<file path="src/design/refclk_pkg.sv">
// Operation
// - Run-in-sleep bit set keeps output toggling in Sleep; clear stops it.
// - Source select 1 picks crystal, 0 picks system clock as base.
// - Divider code in bits 11..8 divides base clock by two to the power of (code plus one).
// - Bit 14 and bits 7..0 ignore writes and read as zero.
package refclk_pkg;
	// Bus geometry
	localparam int ADDR_W = 12;
	localparam int DATA_W = 32;
	localparam int STRB_W = 4;
	localparam int WORD_LSB = 2;

	// Register byte addresses
	localparam logic [ADDR_W-1:0] CTRL_OFFSET = 12'h000;
	localparam logic [ADDR_W-1:0] STAT_OFFSET = 12'h004;

	// Control register layout
	localparam int CTRL_W = 16;
	localparam int ENABLE_BIT = 15;
	localparam int SLEEP_RUN_BIT = 13;
	localparam int SOURCE_BIT = 12;
	localparam int DIV_LSB = 8;
	localparam int DIV_W = 4;
	localparam int CTRL_LANE = 1;
	localparam logic [CTRL_W-1:0] CTRL_RESET = 16'h0000;
	localparam logic [CTRL_W-1:0] CTRL_WRITE_MASK = 16'hbf00;

	// Status register layout
	localparam int STAT_PIN_BIT = 0;
	localparam int STAT_RUN_BIT = 1;
	localparam int STAT_SLEEP_BIT = 2;

	// Source select encoding
	localparam logic SOURCE_SYSTEM = 1'b0;
	localparam logic SOURCE_CRYSTAL = 1'b1;

	// Divider counter width covers the largest division
	localparam int COUNT_W = 15;

	// Response codes
	localparam logic [1:0] RESP_OKAY = 2'h0;
	localparam logic [1:0] RESP_SLVERR = 2'h2;

	localparam logic [DATA_W-1:0] DATA_ZERO = 32'h0000_0000;

	typedef enum logic [1:0] {
		WR_IDLE = 2'b01,
		WR_RESP = 2'b10
	} wr_state_t;

	typedef enum logic [1:0] {
		RD_IDLE = 2'b01,
		RD_RESP = 2'b10
	} rd_state_t;
endpackage : refclk_pkg

</file>
<file path="src/design/refclk_divider.sv">
module refclk_divider
	import refclk_pkg::*;
(
	input wire logic clk,
	input wire logic sys_rst,
	input wire logic tick,
	input wire logic run,
	input wire logic restart,
	input wire logic [DIV_W-1:0] code,
	output logic toggle
);
	logic [COUNT_W-1:0] count_r;
	logic [COUNT_W-1:0] count_nxt;
	logic [COUNT_W-1:0] limit;
	logic [COUNT_W:0] full_span;

	// Ticks per output half period minus one
	always_comb begin
		full_span = (COUNT_W+1)'(1) << code;
		limit = COUNT_W'(full_span - (COUNT_W+1)'(1));
	end

	// Count base ticks, request a toggle on reaching the limit
	always_comb begin
		count_nxt = count_r;
		toggle = 1'b0;
		if (restart) begin
			count_nxt = '0;
		end else if (run && tick) begin
			if (count_r >= limit) begin
				count_nxt = '0;
				toggle = 1'b1;
			end else begin
				count_nxt = count_r + COUNT_W'(1);
			end
		end
	end

	always_ff @(posedge clk) begin
		if (sys_rst) begin
			count_r <= '0;
		end else begin
			count_r <= count_nxt;
		end
	end
endmodule : refclk_divider

</file>
<file path="src/design/reference_clock_output.sv">
module reference_clock_output
	import refclk_pkg::*;
(
	input wire logic clk,
	input wire logic sys_rst,
	input wire logic [ADDR_W-1:0] awaddr,
	input wire logic [2:0] awprot,
	input wire logic awvalid,
	output logic awready,
	input wire logic [DATA_W-1:0] wdata,
	input wire logic [STRB_W-1:0] wstrb,
	input wire logic wvalid,
	output logic wready,
	output logic [1:0] bresp,
	output logic bvalid,
	input wire logic bready,
	input wire logic [ADDR_W-1:0] araddr,
	input wire logic [2:0] arprot,
	input wire logic arvalid,
	output logic arready,
	output logic [DATA_W-1:0] rdata,
	output logic [1:0] rresp,
	output logic rvalid,
	input wire logic rready,
	input wire logic xtal_edge,
	input wire logic sleep_mode,
	output logic refclk_output_pin
);
	// Write channel state
	wr_state_t wr_state_r;
	wr_state_t wr_state_nxt;
	logic awready_r;
	logic awready_nxt;
	logic wready_r;
	logic wready_nxt;
	logic bvalid_r;
	logic bvalid_nxt;
	logic [1:0] bresp_r;
	logic [1:0] bresp_nxt;
	logic aw_held_r;
	logic aw_held_nxt;
	logic w_held_r;
	logic w_held_nxt;
	logic [ADDR_W-1:0] waddr_r;
	logic [ADDR_W-1:0] waddr_nxt;
	logic [DATA_W-1:0] wdata_r;
	logic [DATA_W-1:0] wdata_nxt;
	logic [STRB_W-1:0] wstrb_r;
	logic [STRB_W-1:0] wstrb_nxt;

	// Read channel state
	rd_state_t rd_state_r;
	rd_state_t rd_state_nxt;
	logic arready_r;
	logic arready_nxt;
	logic rvalid_r;
	logic rvalid_nxt;
	logic [1:0] rresp_r;
	logic [1:0] rresp_nxt;
	logic [DATA_W-1:0] rdata_r;
	logic [DATA_W-1:0] rdata_nxt;

	// Control and output state
	logic [CTRL_W-1:0] ctrl_r;
	logic [CTRL_W-1:0] ctrl_nxt;
	logic pin_r;
	logic pin_nxt;
	logic sleep_r;
	logic sleep_nxt;

	// Write decode helpers
	logic aw_take;
	logic w_take;
	logic aw_have;
	logic w_have;
	logic wr_fire;
	logic [ADDR_W-1:0] wr_addr;
	logic [DATA_W-1:0] wr_data;
	logic [STRB_W-1:0] wr_strb;
	logic [ADDR_W-1:0] wr_word;
	logic [ADDR_W-1:0] rd_word;

	// Field views of the control register
	logic out_enable;
	logic run_in_sleep;
	logic source_select;
	logic [DIV_W-1:0] divider_code;
	logic running;
	logic base_tick;
	logic restart;
	logic toggle;

	assign out_enable = ctrl_r[ENABLE_BIT];
	assign run_in_sleep = ctrl_r[SLEEP_RUN_BIT];
	assign source_select = ctrl_r[SOURCE_BIT];
	assign divider_code = ctrl_r[DIV_LSB +: DIV_W];

	// Word-aligned addresses, byte offset bits ignored
	assign wr_word = {wr_addr[ADDR_W-1:WORD_LSB], WORD_LSB'(0)};
	assign rd_word = {araddr[ADDR_W-1:WORD_LSB], WORD_LSB'(0)};

	// Write channel: address and data taken in either order
	always_comb begin
		aw_take = awvalid && awready_r;
		w_take = wvalid && wready_r;
		aw_have = aw_held_r || aw_take;
		w_have = w_held_r || w_take;
		wr_addr = aw_held_r ? waddr_r : awaddr;
		wr_data = w_held_r ? wdata_r : wdata;
		wr_strb = w_held_r ? wstrb_r : wstrb;
		wr_fire = 1'b0;
		wr_state_nxt = wr_state_r;
		awready_nxt = awready_r;
		wready_nxt = wready_r;
		bvalid_nxt = bvalid_r;
		bresp_nxt = bresp_r;
		aw_held_nxt = aw_held_r;
		w_held_nxt = w_held_r;
		waddr_nxt = aw_take ? awaddr : waddr_r;
		wdata_nxt = w_take ? wdata : wdata_r;
		wstrb_nxt = w_take ? wstrb : wstrb_r;
		unique case (wr_state_r)
			WR_IDLE: begin
				if (aw_have && w_have) begin
					wr_fire = 1'b1;
					wr_state_nxt = WR_RESP;
					bvalid_nxt = 1'b1;
					awready_nxt = 1'b0;
					wready_nxt = 1'b0;
					aw_held_nxt = 1'b0;
					w_held_nxt = 1'b0;
					if (wr_word == CTRL_OFFSET || wr_word == STAT_OFFSET) begin
						bresp_nxt = RESP_OKAY;
					end else begin
						bresp_nxt = RESP_SLVERR;
					end
				end else begin
					aw_held_nxt = aw_have;
					w_held_nxt = w_have;
					awready_nxt = !aw_have;
					wready_nxt = !w_have;
				end
			end
			WR_RESP: begin
				if (bready) begin
					wr_state_nxt = WR_IDLE;
					bvalid_nxt = 1'b0;
					awready_nxt = 1'b1;
					wready_nxt = 1'b1;
				end
			end
			default: begin
				wr_state_nxt = WR_IDLE;
				bvalid_nxt = 1'b0;
				awready_nxt = 1'b1;
				wready_nxt = 1'b1;
			end
		endcase
	end

	always_ff @(posedge clk) begin
		if (sys_rst) begin
			wr_state_r <= WR_IDLE;
			awready_r <= 1'b1;
			wready_r <= 1'b1;
			bvalid_r <= 1'b0;
			bresp_r <= RESP_OKAY;
			aw_held_r <= 1'b0;
			w_held_r <= 1'b0;
			waddr_r <= '0;
			wdata_r <= DATA_ZERO;
			wstrb_r <= '0;
		end else begin
			wr_state_r <= wr_state_nxt;
			awready_r <= awready_nxt;
			wready_r <= wready_nxt;
			bvalid_r <= bvalid_nxt;
			bresp_r <= bresp_nxt;
			aw_held_r <= aw_held_nxt;
			w_held_r <= w_held_nxt;
			waddr_r <= waddr_nxt;
			wdata_r <= wdata_nxt;
			wstrb_r <= wstrb_nxt;
		end
	end

	// Read channel: one read at a time, data captured at address handshake
	always_comb begin
		rd_state_nxt = rd_state_r;
		arready_nxt = arready_r;
		rvalid_nxt = rvalid_r;
		rresp_nxt = rresp_r;
		rdata_nxt = rdata_r;
		unique case (rd_state_r)
			RD_IDLE: begin
				if (arvalid && arready_r) begin
					rd_state_nxt = RD_RESP;
					arready_nxt = 1'b0;
					rvalid_nxt = 1'b1;
					rresp_nxt = RESP_OKAY;
					rdata_nxt = DATA_ZERO;
					if (rd_word == CTRL_OFFSET) begin
						rdata_nxt[CTRL_W-1:0] = ctrl_r & CTRL_WRITE_MASK;
					end else if (rd_word == STAT_OFFSET) begin
						rdata_nxt[STAT_PIN_BIT] = pin_r;
						rdata_nxt[STAT_RUN_BIT] = running;
						rdata_nxt[STAT_SLEEP_BIT] = sleep_r;
					end else begin
						rresp_nxt = RESP_SLVERR;
					end
				end
			end
			RD_RESP: begin
				if (rready) begin
					rd_state_nxt = RD_IDLE;
					arready_nxt = 1'b1;
					rvalid_nxt = 1'b0;
				end
			end
			default: begin
				rd_state_nxt = RD_IDLE;
				arready_nxt = 1'b1;
				rvalid_nxt = 1'b0;
			end
		endcase
	end

	always_ff @(posedge clk) begin
		if (sys_rst) begin
			rd_state_r <= RD_IDLE;
			arready_r <= 1'b1;
			rvalid_r <= 1'b0;
			rresp_r <= RESP_OKAY;
			rdata_r <= DATA_ZERO;
		end else begin
			rd_state_r <= rd_state_nxt;
			arready_r <= arready_nxt;
			rvalid_r <= rvalid_nxt;
			rresp_r <= rresp_nxt;
			rdata_r <= rdata_nxt;
		end
	end

	// Control register update through the upper control byte lane
	always_comb begin
		ctrl_nxt = ctrl_r;
		if (wr_fire && wr_word == CTRL_OFFSET && wr_strb[CTRL_LANE]) begin
			ctrl_nxt = wr_data[CTRL_W-1:0] & CTRL_WRITE_MASK;
		end
	end

	always_ff @(posedge clk) begin
		if (sys_rst) begin
			ctrl_r <= CTRL_RESET;
		end else begin
			ctrl_r <= ctrl_nxt;
		end
	end

	// Base clock choice and run gating
	always_comb begin
		if (source_select == SOURCE_CRYSTAL) begin
			base_tick = xtal_edge;
		end else begin
			base_tick = 1'b1;
		end
		running = out_enable && !(sleep_mode && !run_in_sleep);
		// Divider restarts when disabled or its code changes; software should
		// disable first, a change while enabled only restarts the count
		restart = !out_enable || (ctrl_nxt[DIV_LSB +: DIV_W] != divider_code);
	end

	refclk_divider divider_u (
		.clk(clk),
		.sys_rst(sys_rst),
		.tick(base_tick),
		.run(running),
		.restart(restart),
		.code(divider_code),
		.toggle(toggle)
	);

	// Output pin: low when disabled, held in Sleep unless allowed to run
	always_comb begin
		sleep_nxt = sleep_mode;
		pin_nxt = pin_r;
		if (!out_enable) begin
			pin_nxt = 1'b0;
		end else if (running && toggle) begin
			pin_nxt = !pin_r;
		end
	end

	always_ff @(posedge clk) begin
		if (sys_rst) begin
			pin_r <= 1'b0;
			sleep_r <= 1'b0;
		end else begin
			pin_r <= pin_nxt;
			sleep_r <= sleep_nxt;
		end
	end

	// Port drive straight from flops
	assign awready = awready_r;
	assign wready = wready_r;
	assign bvalid = bvalid_r;
	assign bresp = bresp_r;
	assign arready = arready_r;
	assign rvalid = rvalid_r;
	assign rresp = rresp_r;
	assign rdata = rdata_r;
	assign refclk_output_pin = pin_r;
endmodule : reference_clock_output

</file>
<file path="config.mk">
export PLATFORM = sky130hd
export DESIGN_NAME = reference_clock_output
export DESIGN_NICKNAME = d
export VERILOG_FILES = /design/src/design/refclk_pkg.sv /design/src/design/refclk_divider.sv /design/src/design/reference_clock_output.sv
export SDC_FILE = /design/constraint.sdc
export NUM_CORES = 1
export LEC_CHECK = 0
export BUFFER_PORTS_ARGS = -buffer_cell sky130_fd_sc_hd__buf_2
export CAP_MARGIN = 20
export CORE_MARGIN = 3
export CORE_UTILIZATION = 25
export DETAILED_ROUTE_END_ITERATION = 10
export SYNTH_ARGS = -nofsm -noshare
export SYNTH_HDL_FRONTEND = slang
export SYNTH_SLANG_ARGS = --single-unit
</file>
<file path="constraint.sdc">
create_clock -name clk -period 4.7 [get_ports clk]
set_clock_uncertainty 0.05 [all_clocks]
set_input_delay 0.94 -clock clk [delete_from_list [all_inputs] [get_ports clk]]
set_output_delay 0.94 -clock clk [all_outputs]
set_load 0.01 [all_outputs]
</file>
==> metrics, run 1 <==
Ant. Diodes 0; DP Cell Count 606; Routed WL per cell 12.32 µm; number of routed nets with antenna violations 0; layout cells sized above 1 19.33%; minimum clock period 3990 ps; worst-case clock buffer depth 2; P per Cell Area 343.7 nW/µm²; Crit path max-delay family compound AO/OA/AOI/OAI gates; Worst Setup Start Kind register; antenna violations before repair 0; number of global-route vias before repair 2,766; ys async rst share 0%; Worst EP required 4820 ps; number of setup buffers added after CTS 0; final hold viol count 0; Clk pin slew, worst setup/hold paths 50 ps; CP endpoint divider_u.count_r[4]; I/O Pins 117; DR vias 2,901; WP data arrival 4110 ps; first-pass GRT wire length 12,720 µm; top-count cell post-synth dfxtp_1; final non-filler cell total 622; maximum vdd drop 0.1753 mV; post-synthesis register bit count 62; CTS Buf Count 9; Die W 121.7 µm; Clock Tree Root clkbuf_16; DR iter-0 viols 154; DP Worst Slack 740.6 ps; initial core utilization 25.99%; worst path cell trace or2_1 > or3_1 > ha_1 > nor3_1 > a21o_1 > a32oi_1 > ha_1 > a211o_1 > a21oi_1 > and3_1 > o311a_1 > o21ai_2 > nor2_1; CP max-delay cell o21ai_2; die height 121.7 µm; Setup crit end kind register; largest net degree at the start of global routing 46; core area 12,880 µm²; CP Class reg2reg; overflow left after global routing 0; post-synthesis area per instance 8.347 µm²; # resized after CTS 0; worst setup path startpoint ctrl_r[9]; CTS tree yes; worst hold slack 401.1 ps; R2R Setup Slk 710 ps; reg2reg end divider_u.count_r[4]; hold buffers post-CTS 0; worst skew pair latency 320 ps; post-synthesis compound-gate area fraction 17.79%; cell mode on critical path ha_1; CP peak stage delay 640 ps; First-pass DRT Iterations 4; largest cells by area after synthesis dfxtp_1, ha_1, nand2_1, buf_4, a21oi_1; RSZ-0062 raised after global routing no; Final Max Tran Viols 0; Post-synth top cells dfxtp_1, nand2_1, a21oi_1, nor2_1, buf_4; Detailed Route WL 7661 µm; main combinational cell family by area after synthesis simple AND/OR/NAND/NOR gates; synthesized area 3347 µm²; post-synthesis adder-cell area fraction 6.355%; GP Congestion 0.7897; area share of xor/xnor cells in the synthesized design 4.710%; reg2reg path depth 13; clk sinks 62; leak pwr 1.577 nW; sequential area share after synthesis 37.08%; Final TNS setup 0 ps; Final Net Count 537; worst rel slew slack 36.67%; number of placement rows 41; # setup viols final 0; Global Route Usage Sum 10.56%; multiplexer share of the synthesized area 2.841%; share of the synthesized area in the top cell type 37.08%; Achievable Freq 250.6 MHz; Post-DP HPWL 5802 µm; maximum fanout along the worst path 13; Area Overhead vs Synth 18.13%; Post-Synth Simple-Gate Area 21.98%; Final Util 30.71%; Worst path depth 13; cell count after synthesis 401; Period Utilization, post-route 84.89%; crit path buf inv count 0; worst-margin pin slew 948.3 ps; Hold/Removal Path Class reg2reg; synth warn 0; Crit Reg-Reg Startpoint ctrl_r[9]; EDFF count, synth 0; Port Buffer Count 54; largest area contributor in the netlist dfxtp_1; deepest level of the CTS H-tree 3; Max Cap Viol 0; vias per std cell 4.664; Die ar. 14,810 µm²; status completed; drt drc 0; final setup margin 710.4 ps; Unique masters post-synth 54; most common flop cell mapped by yosys dfxtp_1
-- through the flow --
stage,area (µm²),total power [mW]
6_report,3954,1.359
5_1_grt,3954,1.417
4_1_cts,3954,1.375
3_5_place_dp,3651,0.7067
3_3_place_gp,3651,0.7023
2_1_floorplan,3433,0.6807
-- flip-flops by register name, summed over array words and instances (netlist names) --
register	flops
rresp	1
wr_state_r	2
awready	1
wready	1
ctrl_r	7
aw_held_r	1
w_held_r	1
waddr_r	10
rd_state_r	2
wdata_r	7
bresp	1
divider_u.count_r	15
rdata	10
refclk_output_pin	1
sleep_r	1
wstrb_r	1
-- kinds of logic (layout without fill, tap and decap cells) --
kind of cell | count (synthesis) | after routing
compound gates | 88 | 88
simple gates | 153 | 153
fa+ha+maj | 17 | 17
flops | 62 | 62
xor+xnor | 18 | 18
other cells | 1 | 24
mux | 9 | 9
buf+inv | 53 | 79
-- metal layers --
layer / GRT usage, % / part of all wire, %
met5: 0 / 0
met4: 3.221 / 1.1
met3: 3.482 / 5.9
met2: 17.96 / 50
met1: 12.66 / 43
-- worst min path at each step --
stage / end / slack, ps / depth (start not counted) / start
after floorplan: wdata_r[11] / 380 / 2 / wdata_r[11]
after global placement: wdata_r[11] / 390 / 2 / wdata_r[11]
after detailed placement: wdata_r[15] / 400 / 2 / wdata_r[15]
after CTS: wdata_r[15] / 410 / 2 / wdata_r[15]
after global routing: waddr_r[8] / 420 / 2 / waddr_r[8]
final: wdata_r[15] / 400 / 2 / wdata_r[15]
-- worst register-to-register path: cells and delay by family (launching register included) --
kind | cells | cell delay (ps)
AO/OA/AOI/OAI | 6 | 1430
adder cells (fa/ha/maj) | 2 | 680
flip-flops | 1 | 450
AND/OR/NAND/NOR | 5 | 1230
-- layout by cell type, fill, tap and decap left out, types with 4 or more instances in the layout --
master | synthesis | final
nand2_1 | 53 | 53
a22oi_1 | 10 | 10
xnor2_1 | 8 | 8
nor2_1 | 29 | 29
o21ai_0 | 8 | 8
xor2_1 | 10 | 10
nand2b_1 | 4 | 4
nor2_2 | 10 | 10
inv_1 | 7 | 7
ha_1 | 17 | 17
and3_1 | 5 | 5
nor2b_1 | 6 | 6
clkbuf_16 | 0 | 9
conb_1 | 1 | 24
nand3_1 | 14 | 14
nand4_1 | 5 | 5
a311oi_1 | 7 | 7
buf_2 | 1 | 54
mux2i_1 | 7 | 7
a21oi_1 | 34 | 34
dfxtp_1 | 62 | 62
nor3_1 | 10 | 10
and2_1 | 5 | 5
-- report_power, final --
group	internal (mW)	switching, mW
logic	0.0503	0.0784
registers	0.548	0.0187
clock network	0.438	0.225
total	1.04	0.322
-- final cells by class --
| cell class | instances | area (µm²) |
|---|---|---|
| clock inverters | 3 | 42.54 |
| fillers | 1358 | 8922 |
| flip-flops and latches | 62 | 1241 |
| well taps | 172 | 215.2 |
| multi-input cells | 309 | 1887 |
| clock buffers | 13 | 260.3 |
| repair buffers | 55 | 277.8 |
| inverters | 8 | 30.03 |
No activity file was read; power rests on OpenSTA's default activity.
==> run 2: changes to the inputs <==
Clock period 4.7 ns to 4.1 ns, I/O delays scaled along.
==> run 2 against run 1 <==
Compared with the run above: global-route usage is essentially flat; non-clock buffer count grew 3; largest power group unchanged; maximum frequency grew 9.2%; cell area grew 0.25%; critical endpoint is now refclk_output_pin; core utilization grew 0.078 points; count of clock-buffer cells in the layout shrank 2; critical path depth shrank 1; critical path type unchanged; combinational power grew 16%; hold slack gained 3.8 ps.
==> metrics, run 2 (same netlist as run 1, synthesis figures left out) <==
CP max-delay cell dfxtp_1; worst hold endpoint wdata_r[15]; Routed met3 length 341 µm (-25%); PnR Total Power 1.547 mW (+14%); antenna violations before repair 0 (unchanged); reg2reg path depth 12 (-1); drt drc 0 (unchanged); maximum vdd drop 0.1845 mV (+5.2%); CP Class reg2reg; Placed Instance Area 3674 µm² (+0.62%); Global Route Usage Sum 10.57% (about the same); Die W 121.7 µm (unchanged); vias per std cell 4.567 (-2.1%); WP data arrival 3820 ps (-290 ps); number of routed nets with antenna violations 0 (unchanged); DP Cell Count 609 (+0.50%); Crit Reg-Reg Startpoint ctrl_r[9]; Achievable Freq 273.8 MHz (+9.2%); I/O Pins 117 (unchanged); P per Cell Area 390.4 nW/µm² (+14%); final instance area 3964 µm² (+0.25%); initial core utilization 25.99% (unchanged); layout cells sized above 1 19.91% (+0.58 points); Ant. Diodes 0 (unchanged); worst-margin pin slew 681.4 ps (-266.9 ps); Setup crit end kind register; CTS Buf Count 9 (unchanged); worst skew pair latency 330 ps (about the same); worst rel slew slack 54.48% (+18 points); met2 WL 3783 µm (-0.79%); Crit path max-delay family simple AND/OR/NAND/NOR gates; Biggest register divider_u.count_r; die height 121.7 µm (unchanged); First-pass DRT Iterations 4 (unchanged); clk sinks 62 (unchanged); final non-filler cell total 624 (+0.32%); DR vias 2,850 (-1.8%); Final Net Count 540 (+0.56%); number of setup buffers added after CTS 0 (unchanged); DR iter-0 viols 99 (-36%); core area 12,880 µm² (unchanged); overflow left after global routing 0 (unchanged); number of global-route vias before repair 2,734 (-1.2%); worst hold slack 404.9 ps (+3.829 ps); Period Utilization, post-route 89.08% (+4.2 points); Detailed Route WL 7616 µm (-0.59%); Max Cap Viol 0 (unchanged); R2R Setup Slk 450 ps (-260 ps); Die ar. 14,810 µm² (unchanged); Clock Tree Root clkbuf_16; DP Worst Slack 486.3 ps (-254.3 ps); minimum clock period 3652 ps (-337.4 ps); most common cell after layout, fill and taps aside dfxtp_1; largest net degree at the start of global routing 46 (unchanged); Clk pin slew, worst setup/hold paths 50 ps (about the same); # setup viols final 0 (unchanged); leak pwr 1.587 nW (+0.61%); maximum fanout along the worst path 12 (-1); status completed; uppermost layer routed met4; Final Max Tran Viols 0 (unchanged); RSZ-0062 raised after global routing no; Hold/Removal Path Class reg2reg; Worst Hold Path Cells 2 (unchanged); Final Util 30.78% (+0.078 points); hold buffers post-CTS 0 (unchanged); first-pass GRT wire length 12,700 µm (-0.21%); CP peak stage delay 450 ps (-190 ps); deepest level of the CTS H-tree 3 (unchanged); final hold viol count 0 (unchanged); most frequent cells in the layout dfxtp_1, buf_2, nand2_1; number of placement rows 41 (unchanged); Post-DP HPWL 5724 µm (-1.3%); reg2reg end refclk_output_pin; Worst Setup Start Kind register; Area Overhead vs Synth 18.43%; GP Congestion 0.7903 (about the same); Final TNS setup 0 ps (unchanged); CTS tree yes; crit path buf inv count 0 (unchanged); final setup margin 447.7 ps (-262.6 ps); max reg flops 15 (unchanged); wire length on met1 3426 µm (+3.7%); worst path cell trace or2_1 > or3_1 > ha_1 > nor3_1 > a21oi_1 > a2bb2oi_1 > ha_1 > nand3_1 > or3_1 > o311ai_1 > a311oi_1 > a41o_1; Hold Crit Start wdata_r[15]; # resized after CTS 0 (unchanged); Worst EP required 4260 ps (-560 ps); Port Buffer Count 54 (unchanged); worst-case clock buffer depth 2 (unchanged); Routed WL per cell 12.21 µm (-0.91%)
run 2: worst max path at each step:
stage               from                    end  depth (start not counted)
2_1_floorplan  ctrl_r[8]  divider_u.count_r[10]                         15
6_report       ctrl_r[9]      refclk_output_pin                         12
3_3_place_gp   ctrl_r[9]      refclk_output_pin                         13
5_1_grt        ctrl_r[9]      refclk_output_pin                         12
3_5_place_dp   ctrl_r[9]      refclk_output_pin                         10
4_1_cts        ctrl_r[9]      refclk_output_pin                         10
run 2: cell type report:
cell class	instances	area [µm²]
inverter	8	30.03
fill	1367	8912
clock inverter	4	47.55
timing repair buffer	58	300.3
sequential	62	1241
tap	172	215.2
multi-input combinational	309	1887
clock buffer	11	242.7
run 2: where the power goes:
group	switching [mW]	internal [mW]	leakage (nW)
combinational	0.0904	0.0596	0.941
clock	0.267	0.481	0.141
sequential	0.0216	0.628	0.505
run 2: worst min-delay path, delay by kind of cell, from the launching register on:
kind               cells  cell delay (ps)
AOI/OAI and AO/OA      1               50
DFF                    1              310
and+or+nand+nor        1               50
run 2: routing by layer:
metal / track usage (%) / vias to the layer above
li1: - / 1457
met1: 13.08 / 1315
met2: 18.13 / 70
met3: 3.203 / 8
met4: 2.311 / 0
met5: 0 / -
